===== src/inc/pfs_pkg.sv =====
// shared constants and types of the program flow sequencer
package pfs_pkg;
  // widths
  localparam int PC_W = 13;
  localparam int PM_W = 16;
  localparam int AXI_AW = 12;
  localparam int STACK_DEPTH = 8;
  localparam int STACK_PTR_W = 3;
  // fixed vectors
  localparam logic [12:0] RESET_VEC = 13'h0000;
  localparam logic [12:0] IRQ_VEC = 13'h0004;
  // register indices, byte address is four times the index
  localparam logic [9:0] IDX_PCL = 10'h002;
  localparam logic [9:0] IDX_STATUS = 10'h003;
  localparam logic [9:0] IDX_LATCH = 10'h00a;
  localparam logic [9:0] IDX_IRQF = 10'h00c;
  localparam logic [9:0] IDX_TAH = 10'h110;
  localparam logic [9:0] IDX_TAL = 10'h111;
  localparam logic [9:0] IDX_TDH = 10'h112;
  // status field positions
  localparam int STAT_TO_BIT = 4;
  localparam int STAT_PD_BIT = 3;
  // reset values
  localparam logic RST_TO = 1'b1;
  localparam logic RST_PD = 1'b1;
  localparam logic [4:0] RST_LATCH = 5'h00;
  localparam logic [4:0] RST_TAH = 5'h00;
  localparam logic [7:0] RST_TAL = 8'h00;
  localparam logic [7:0] RST_TDH = 8'h00;
  // bus answers
  localparam logic [1:0] RESP_OKAY = 2'h0;
  localparam logic [1:0] RESP_SLVERR = 2'h2;
  // lookup sequence
  typedef enum logic [2:0] {
    LK_IDLE = 3'b001,
    LK_ADDR = 3'b010,
    LK_DATA = 3'b100
  } pfs_lookup_type;
endpackage


===== src/inc/pfs_stack_if.sv =====
// link between the sequencer and its return address stack
`timescale 1ns/1ps
interface pfs_stack_if;
  logic push;
  logic pop;
  logic clear;
  logic [12:0] push_data;
  logic [12:0] top;
  modport core (output push, output pop, output clear,
    output push_data, input top);
  modport store (input push, input pop, input clear,
    input push_data, output top);
endinterface


===== src/rtl/pfs_stack.sv =====
// eight level return address stack
`timescale 1ns/1ps
module pfs_stack (
  // clock and reset
  input wire logic clock_i,
  input wire logic nrst_i,
  // sequencer side
  pfs_stack_if.store st_if
);
  typedef struct packed {
    logic [pfs_pkg::STACK_DEPTH-1:0][pfs_pkg::PC_W-1:0] mem;
    logic [pfs_pkg::STACK_PTR_W-1:0] ptr;
  } pfs_stack_state_type;

  pfs_stack_state_type s_reg;
  pfs_stack_state_type s_next;

  // circular: a ninth push overwrites the oldest entry, as there is no trap
  always_comb begin
    s_next = s_reg;
    if (st_if.clear) begin
      s_next.ptr = '0;
    end else if (st_if.push) begin
      s_next.mem[s_reg.ptr] = st_if.push_data;
      s_next.ptr = s_reg.ptr + 3'h1;
    end else if (st_if.pop) begin
      s_next.ptr = s_reg.ptr - 3'h1;
    end
  end

  always_ff @(posedge clock_i or negedge nrst_i) begin
    if (!nrst_i) begin
      s_reg <= '0;
    end else begin
      s_reg <= s_next;
    end
  end

  // top of stack is the last pushed entry
  assign st_if.top = s_reg.mem[s_reg.ptr - 3'h1];
endmodule


===== src/rtl/pfs_top.sv =====
// program flow sequencer: pc, vectors, reset cause, lookup, register port
//
// Design decision made here: the AXI4-Lite interface to the registers.
`timescale 1ns/1ps
module pfs_top (
  // clock and power-on reset
  input wire logic clock_i,
  input wire logic nrst_i,
  // other reset sources, asynchronous pins
  input wire logic watchdog_reset_i,
  input wire logic low_supply_reset_i,
  // instruction decoder strobes
  input wire logic pc_step_i,
  input wire logic jump_i,
  input wire logic [12:0] jump_addr_i,
  input wire logic add_pcl_i,
  input wire logic [7:0] working_register_i,
  input wire logic irq_accept_i,
  input wire logic return_from_irq_i,
  input wire logic lookup_to_register_i,
  input wire logic lookup_to_accumulator_i,
  input wire logic sleep_i,
  input wire logic clear_watchdog_i,
  input wire logic [7:0] irq_request_flags_i,
  // decoder results
  output logic [12:0] pc_o,
  output logic reset_active_o,
  output logic lookup_busy_o,
  output logic lookup_done_o,
  output logic lookup_to_acc_o,
  output logic [7:0] lookup_data_o,
  // program memory
  output logic [12:0] pm_addr_o,
  input wire logic [15:0] pm_data_i,
  // axi4-lite slave
  input wire logic [11:0] s_axi_awaddr,
  input wire logic s_axi_awvalid,
  output logic s_axi_awready,
  input wire logic [31:0] s_axi_wdata,
  input wire logic [3:0] s_axi_wstrb,
  input wire logic s_axi_wvalid,
  output logic s_axi_wready,
  output logic [1:0] s_axi_bresp,
  output logic s_axi_bvalid,
  input wire logic s_axi_bready,
  input wire logic [11:0] s_axi_araddr,
  input wire logic s_axi_arvalid,
  output logic s_axi_arready,
  output logic [31:0] s_axi_rdata,
  output logic [1:0] s_axi_rresp,
  output logic s_axi_rvalid,
  input wire logic s_axi_rready
);
  typedef struct packed {
    logic [2:0] wdt_sync;
    logic [2:0] lvs_sync;
    logic rst_act;
    logic [12:0] pc;
    logic [4:0] latch;
    logic [4:0] tah;
    logic [7:0] tal;
    logic [7:0] tdh;
    logic to_flag;
    logic pd_flag;
    pfs_pkg::pfs_lookup_type lk;
    logic lk_acc;
    logic [7:0] lk_low;
    logic lk_done;
    logic [12:0] pm_addr;
    logic aw_held;
    logic [9:0] aw_idx;
    logic w_held;
    logic [7:0] w_byte;
    logic w_lane0;
    logic bvalid;
    logic [1:0] bresp;
    logic rvalid;
    logic [31:0] rdata;
    logic [1:0] rresp;
  } pfs_state_type;

  pfs_state_type s_reg;
  pfs_state_type s_next;
  pfs_stack_if stk_if ();

  logic wdt_lvl;
  logic lvs_lvl;
  logic hold;
  logic do_write;

  // known register index, shared by the read and write paths
  function automatic logic mapped(input logic [9:0] idx);
    return idx == pfs_pkg::IDX_PCL || idx == pfs_pkg::IDX_STATUS ||
      idx == pfs_pkg::IDX_LATCH || idx == pfs_pkg::IDX_IRQF ||
      idx == pfs_pkg::IDX_TAH || idx == pfs_pkg::IDX_TAL ||
      idx == pfs_pkg::IDX_TDH;
  endfunction

  // byte address to register index
  function automatic logic [9:0] to_idx(input logic [11:0] addr);
    return addr[11:2];
  endfunction

  // reset level counts once stages two and three agree
  assign wdt_lvl = s_reg.wdt_sync[1] & s_reg.wdt_sync[2];
  assign lvs_lvl = s_reg.lvs_sync[1] & s_reg.lvs_sync[2];
  assign hold = wdt_lvl | lvs_lvl;
  assign do_write = s_reg.aw_held & s_reg.w_held & ~s_reg.bvalid;

  always_comb begin
    s_next = s_reg;
    s_next.wdt_sync = {s_reg.wdt_sync[1:0], watchdog_reset_i};
    s_next.lvs_sync = {s_reg.lvs_sync[1:0], low_supply_reset_i};
    s_next.rst_act = hold;
    s_next.lk_done = 1'b0;
    stk_if.push = 1'b0;
    stk_if.pop = 1'b0;
    stk_if.clear = 1'b0;
    stk_if.push_data = s_reg.pc;

    // program counter: reset, then interrupt, return, writes, jumps
    if (hold) begin
      // the bus handshake survives so no transfer is torn in half
      s_next.pc = pfs_pkg::RESET_VEC;
      s_next.latch = pfs_pkg::RST_LATCH;
      s_next.tah = pfs_pkg::RST_TAH;
      s_next.tal = pfs_pkg::RST_TAL;
      s_next.tdh = pfs_pkg::RST_TDH;
      s_next.lk = pfs_pkg::LK_IDLE;
      s_next.lk_acc = 1'b0;
      s_next.lk_low = '0;
      stk_if.clear = 1'b1;
      // low supply acts like power-on; watchdog drops the timeout flag
      s_next.to_flag = lvs_lvl ? pfs_pkg::RST_TO : 1'b0;
      s_next.pd_flag = pfs_pkg::RST_PD;
    end else begin
      if (irq_accept_i) begin
        stk_if.push = 1'b1;
        s_next.pc = pfs_pkg::IRQ_VEC;
      end else if (return_from_irq_i) begin
        stk_if.pop = 1'b1;
        s_next.pc = stk_if.top;
      end else if (do_write && s_reg.w_lane0 &&
          s_reg.aw_idx == pfs_pkg::IDX_PCL) begin
        s_next.pc = {s_reg.latch, s_reg.w_byte};
      end else if (add_pcl_i) begin
        // 8-bit sum drops its carry so the jump stays in the page
        s_next.pc = {s_reg.latch,
          8'(s_reg.pc[7:0] + working_register_i)};
      end else if (jump_i) begin
        s_next.pc = jump_addr_i;
      end else if (pc_step_i) begin
        s_next.pc = s_reg.pc + 13'h0001;
      end

      // sleep clears, clear-watchdog sets; the set wins a tie
      if (clear_watchdog_i) begin
        s_next.to_flag = 1'b1;
        s_next.pd_flag = 1'b1;
      end else if (sleep_i) begin
        s_next.to_flag = 1'b1;
        s_next.pd_flag = 1'b0;
      end

      // table lookup: present pointer address, then take the word
      unique case (s_reg.lk)
        pfs_pkg::LK_IDLE: begin
          if (lookup_to_register_i || lookup_to_accumulator_i) begin
            s_next.lk = pfs_pkg::LK_ADDR;
            s_next.lk_acc = lookup_to_accumulator_i;
          end
        end
        pfs_pkg::LK_ADDR: begin
          s_next.lk = pfs_pkg::LK_DATA;
        end
        pfs_pkg::LK_DATA: begin
          s_next.lk_low = pm_data_i[7:0];
          s_next.tdh = pm_data_i[15:8];
          s_next.lk_done = 1'b1;
          s_next.lk = pfs_pkg::LK_IDLE;
        end
        default: begin
          s_next.lk = pfs_pkg::LK_IDLE;
        end
      endcase

      // software register writes; read-only and flag bits are ignored
      if (do_write && s_reg.w_lane0) begin
        if (s_reg.aw_idx == pfs_pkg::IDX_LATCH) begin
          s_next.latch = s_reg.w_byte[4:0];
        end
        if (s_reg.aw_idx == pfs_pkg::IDX_TAH) begin
          s_next.tah = s_reg.w_byte[4:0];
        end
        if (s_reg.aw_idx == pfs_pkg::IDX_TAL) begin
          s_next.tal = s_reg.w_byte;
        end
      end
    end

    // memory address: table pointers while a lookup reads, else pc
    if (s_next.lk == pfs_pkg::LK_ADDR) begin
      s_next.pm_addr = {s_next.tah, s_next.tal};
    end else begin
      s_next.pm_addr = s_next.pc;
    end

    // write channel: address and data held apart, answered together
    if (s_axi_awvalid && !s_reg.aw_held && !s_reg.bvalid) begin
      s_next.aw_held = 1'b1;
      s_next.aw_idx = to_idx(s_axi_awaddr);
    end
    if (s_axi_wvalid && !s_reg.w_held && !s_reg.bvalid) begin
      s_next.w_held = 1'b1;
      s_next.w_byte = s_axi_wdata[7:0];
      s_next.w_lane0 = s_axi_wstrb[0];
    end
    if (do_write) begin
      s_next.aw_held = 1'b0;
      s_next.w_held = 1'b0;
      s_next.bvalid = 1'b1;
      s_next.bresp = mapped(s_reg.aw_idx) ? pfs_pkg::RESP_OKAY :
        pfs_pkg::RESP_SLVERR;
    end else if (s_reg.bvalid && s_axi_bready) begin
      s_next.bvalid = 1'b0;
    end

    // read channel answers one cycle after the address is taken
    if (s_axi_arvalid && !s_reg.rvalid) begin
      s_next.rvalid = 1'b1;
      s_next.rresp = mapped(to_idx(s_axi_araddr)) ?
        pfs_pkg::RESP_OKAY : pfs_pkg::RESP_SLVERR;
      s_next.rdata = '0;
      unique case (to_idx(s_axi_araddr))
        pfs_pkg::IDX_PCL: s_next.rdata[7:0] = s_reg.pc[7:0];
        pfs_pkg::IDX_STATUS: begin
          s_next.rdata[pfs_pkg::STAT_TO_BIT] = s_reg.to_flag;
          s_next.rdata[pfs_pkg::STAT_PD_BIT] = s_reg.pd_flag;
        end
        pfs_pkg::IDX_LATCH: s_next.rdata[4:0] = s_reg.latch;
        pfs_pkg::IDX_IRQF: s_next.rdata[7:0] = irq_request_flags_i;
        pfs_pkg::IDX_TAH: s_next.rdata[4:0] = s_reg.tah;
        pfs_pkg::IDX_TAL: s_next.rdata[7:0] = s_reg.tal;
        pfs_pkg::IDX_TDH: s_next.rdata[7:0] = s_reg.tdh;
        default: s_next.rdata = '0;
      endcase
    end else if (s_reg.rvalid && s_axi_rready) begin
      s_next.rvalid = 1'b0;
    end
  end

  // power-on reset: vector zero and default register values
  always_ff @(posedge clock_i or negedge nrst_i) begin
    if (!nrst_i) begin
      s_reg <= '0;
      s_reg.pc <= pfs_pkg::RESET_VEC;
      s_reg.pm_addr <= pfs_pkg::RESET_VEC;
      s_reg.to_flag <= pfs_pkg::RST_TO;
      s_reg.pd_flag <= pfs_pkg::RST_PD;
      s_reg.latch <= pfs_pkg::RST_LATCH;
      s_reg.tah <= pfs_pkg::RST_TAH;
      s_reg.tal <= pfs_pkg::RST_TAL;
      s_reg.tdh <= pfs_pkg::RST_TDH;
      s_reg.lk <= pfs_pkg::LK_IDLE;
    end else begin
      s_reg <= s_next;
    end
  end

  pfs_stack u_stack (
    .clock_i(clock_i),
    .nrst_i(nrst_i),
    .st_if(stk_if)
  );

  // outputs straight from the state
  assign pc_o = s_reg.pc;
  assign reset_active_o = s_reg.rst_act;
  assign lookup_busy_o = s_reg.lk != pfs_pkg::LK_IDLE;
  assign lookup_done_o = s_reg.lk_done;
  assign lookup_to_acc_o = s_reg.lk_acc;
  assign lookup_data_o = s_reg.lk_low;
  assign pm_addr_o = s_reg.pm_addr;
  assign s_axi_awready = ~s_reg.aw_held & ~s_reg.bvalid;
  assign s_axi_wready = ~s_reg.w_held & ~s_reg.bvalid;
  assign s_axi_bvalid = s_reg.bvalid;
  assign s_axi_bresp = s_reg.bresp;
  assign s_axi_arready = ~s_reg.rvalid;
  assign s_axi_rvalid = s_reg.rvalid;
  assign s_axi_rdata = s_reg.rdata;
  assign s_axi_rresp = s_reg.rresp;
endmodule


===== config.mk =====
export PLATFORM = sky130hd
export DESIGN_NAME = pfs_top
export DESIGN_NICKNAME = d
export VERILOG_FILES = /design/src/inc/pfs_pkg.sv /design/src/inc/pfs_stack_if.sv /design/src/rtl/pfs_stack.sv /design/src/rtl/pfs_top.sv
export SDC_FILE = /design/constraint.sdc
export NUM_CORES = 1
export LEC_CHECK = 0
export BUFFER_PORTS_ARGS = -buffer_cell sky130_fd_sc_hd__buf_2
export CORE_ASPECT_RATIO = 0.9
export CORE_MARGIN = 10
export CORE_UTILIZATION = 60
export DETAILED_ROUTE_END_ITERATION = 6
export PLACE_DENSITY_LB_ADDON = 0.08
export SYNTH_ARGS = -nofsm -noshare
export SYNTH_HDL_FRONTEND = slang
export SYNTH_SLANG_ARGS = --single-unit

===== constraint.sdc =====
create_clock -name clock_i -period 4 [get_ports clock_i]
set_input_delay 0.2 -clock clock_i [delete_from_list [all_inputs] [get_ports clock_i]]
set_output_delay 0.2 -clock clock_i [all_outputs]
set_load 0.005 [all_outputs]

==> metrics.md <==
| Metric | Value |
|---|---|
| # IOs | `202` |
| Die ar. | `24000 µm²` |
| Port Buf Inserts | `144` |
| Cell-internal power | `4.43 mW` |
| Clock slew at reported path FFs | `0.06 ns` |
| CTS buffer count | `23` |
| Post-CTS sizing | `0` |
| Gate count of the mapped netlist | `953` |
| Post-synth EDFFs | `0` |
| Synth Register Bits | `214` |
| 1st-iter DRT viols | `780` |
| Root buffer cell | `clkbuf_16` |
| Share of cells above drive strength 1 | `0.335` |
| Cell leakage power | `5.97 nW` |
| Net Switching | `1.82 mW` |
| WL/cell | `21.4 µm` |
| Syn-to-layout area delta | `15.4%` |
| Drt pass-1 iters | `6` |
| Crit Path Max Fanout | `13` |
| # setup viols final | `0` |
| Vias in the first global route | `8186` |
| Hpwl dp | `19.4 mm` |
| Max-capacitance violation count | `0` |
| Rel. slew slack | `0.368` |
| Worst Tran Pin Value | `0.948 ns` |
| Max Clock Freq | `347 MHz` |
| First-pass GRT wire length | `45.7 mm` |
| Remaining DRCs | `0` |
| Final period util | `0.721` |
| Final Hold Viols | `0` |
| Worst hold path type | `in2reg` |
| Setup Buffers After CTS | `0` |
| Die X | `162 µm` |
| WL final | `28.5 mm` |
| Asr flop ratio synth | `1.00` |
| Distinct cells, synth | `71` |
| Critical path capture point type | `flip-flop` |
| Clk_skew | `0.0189 ns` |
| TNS Setup | `0 ns` |
| Row cnt | `46` |
| Ys Warns | `0` |
| Max reg flops | `107` |
| Placer Congestion | `0.916` |
| Core Area | `17700 µm²` |
| Post-synth top area share | `0.485` |
| Synthesized cell area | `10900 µm²` |
| Status | `finished clean` |
| Routed Antenna Nets | `0` |
| Pwr Density | `497 nW/µm²` |
| Vias per std cell | `5.92` |
| Worst EP arrival | `3.33 ns` |
| Minimum clock period | `2.88 ns` |
| Tot GR Track Use | `0.237` |
| Crit path launch type | `flip-flop` |
| Sequential fraction of design power | `0.459` |
| Sequential-to-total area share from yosys stat | `0.492` |
| Nets | `1211` |
| Top post-synthesis cells by area | `dfrtp_1 48%, mux2_2 13%, mux4_2 5.4%, buf_4 4.8%, nand2_1 3.5%` |
| Worst hold margin | `0.0279 ns` |
| Clock latency on the worst-skew pair | `0.51 ns` |
| CTS H-tree depth | `1` |
| Crit path required time | `4.45 ns` |
| Die Height | `148 µm` |
| Net Sw Frac | `0.292` |
| Clock network power share | `0.331` |
| Slew Viols, Final | `0` |
| Total global routing overflow | `0` |
| Comb pwr share | `0.210` |
| Starting Density | `0.615` |
| Synth area leader | `dfrtp_1` |
| Ys flop type | `dfrtp_1` |
| Worst vdd ir | `0.381 mV` |
| Syn_area_per_cell | `11.4 µm²` |
| Critical path type | `reg2reg` |
| Max Buffers Root-to-Sink | `3` |
| CTS tree | `built` |
| Clk sinks | `214` |
| Via count | `7886` |
| Initial antenna violation count | `0` |
| Largest net degree at the start of global routing | `116` |
| RSZ-0062 raised after global routing | `false` |
[repair_timing]
action | 4_1_cts | 5_1_grt
setup endpoints to repair | 0 | 0
endpoints found under the hold margin | 153 | 0
hold buffers | 45 | 0
[layout by cell type, fill, tap and decap left out, drive strengths merged, types with 12 or more instances in the layout]
cell / count
clkbuf: 34
dlygate4sd3: 45
nor3: 18
nand3: 23
buf: 156
a21oi: 38
mux4: 26
mux2i: 24
conb: 26
mux2: 128
nor2: 50
dfrtp: 211
xor2: 12
o21ai: 32
inv: 15
nand2: 103
[power by group through the flow]
stage,Combinational [mW],Clock [mW],Sequential (mW)
after floorplan,1.00,0,2.73
after global placement,1.24,0,2.88
after detailed placement,1.27,0,2.90
after CTS,1.32,2.10,2.86
after global routing,1.44,2.20,2.91
final,1.31,2.07,2.87
[kinds of logic (layout without fill, tap and decap cells)]
kind of cell | after synthesis | count (layout) | share of synthesized area
flops | 214 | 214 | 0.492
compound gates | 134 | 134 | 0.0817
xor+xnor | 20 | 20 | 0.0161
other cells | 1 | 27 | 0.000344
mux | 178 | 178 | 0.208
buf+inv | 142 | 255 | 0.0744
fa+ha+maj | 11 | 11 | 0.0133
simple gates | 253 | 253 | 0.114
[path summary, 6_finish.rpt]
check | from | endpoint | slack (ns) | depth (start not counted)
max in group asynchronous | nrst_i | u_stack.s_reg[41] | 2.70 | 3
worst min register to register | s_next[131] | s_next[132] | 0.36 | 0
worst max register to register | s_reg[48] | pm_addr_o[6] | 1.12 | 6
min in group asynchronous | nrst_i | s_reg[54] | 0.39 | 2
worst min-delay path | irq_request_flags_i[0] | s_axi_rdata[0] | 0.03 | 3
worst max-delay path | s_reg[48] | pm_addr_o[6] | 1.12 | 6
[Yosys cell counts, types with 3 or more instances]
cell,n
a211oi_1,9
a21oi_1,38
a221oi_1,4
a222oi_1,4
a22o_1,3
a31oi_1,4
a32o_1,5
and2_1,4
and3_1,10
buf_1,7
buf_2,5
buf_4,70
clkbuf_1,44
dfrtp_1,211
dfstp_2,3
ha_1,10
inv_1,14
mux2_2,128
mux2i_1,24
mux4_2,26
nand2_1,102
nand2b_1,4
nand3_1,23
nand3b_1,3
nand4_1,6
nor2_1,48
nor2b_1,4
nor3_1,17
nor4_1,7
o2111ai_1,3
o211ai_1,4
o21ai_0,32
o21bai_1,4
o31ai_1,4
or4_1,7
xnor2_1,8
xor2_1,12
[area by class of cell]
cell class / instances / area [µm²]
Fill cell: 1295 / 5150
Clock inverter: 6 / 62.6
Clock buffer: 33 / 673
Inverter: 14 / 52.6
Tap cell: 240 / 300
Multi-Input combinational cell: 622 / 4840
Timing Repair Buffer: 202 / 1290
Antenna cell: 1 / 2.50
Sequential cell: 214 / 5360
[stage by stage]
stage                     total power [mW]  setup slack, ns  area, µm²   util  instances
after floorplan                       3.74             1.49      11000      -        978
after global placement                4.13             1.17      11400  0.642       1247
after detailed placement              4.17             1.14      11400  0.642       1247
after CTS                             6.27             1.14      12600  0.709       1331
after global routing                  6.55            0.932      12600  0.709       1331
final                                 6.25             1.12      12600  0.709       1332
[routing by layer]
metal,up-vias,global-route usage,share of wire
li1,3592,-,-
met2,306,0.380,0.47
met4,0,0.0586,0.018
met1,3946,0.313,0.43
met5,-,0,0
met3,42,0.0644,0.083
[worst max-delay path, cell delays in order (launching register included)]
cell      delay [ns]
dfrtp_1         0.54
or4b_4          0.63
or4_1           0.83
nand2_8         0.21
o311ai_1        0.15
a211oi_2        0.27
mux2_2          0.19
Power figures use the tool's default switching activity.
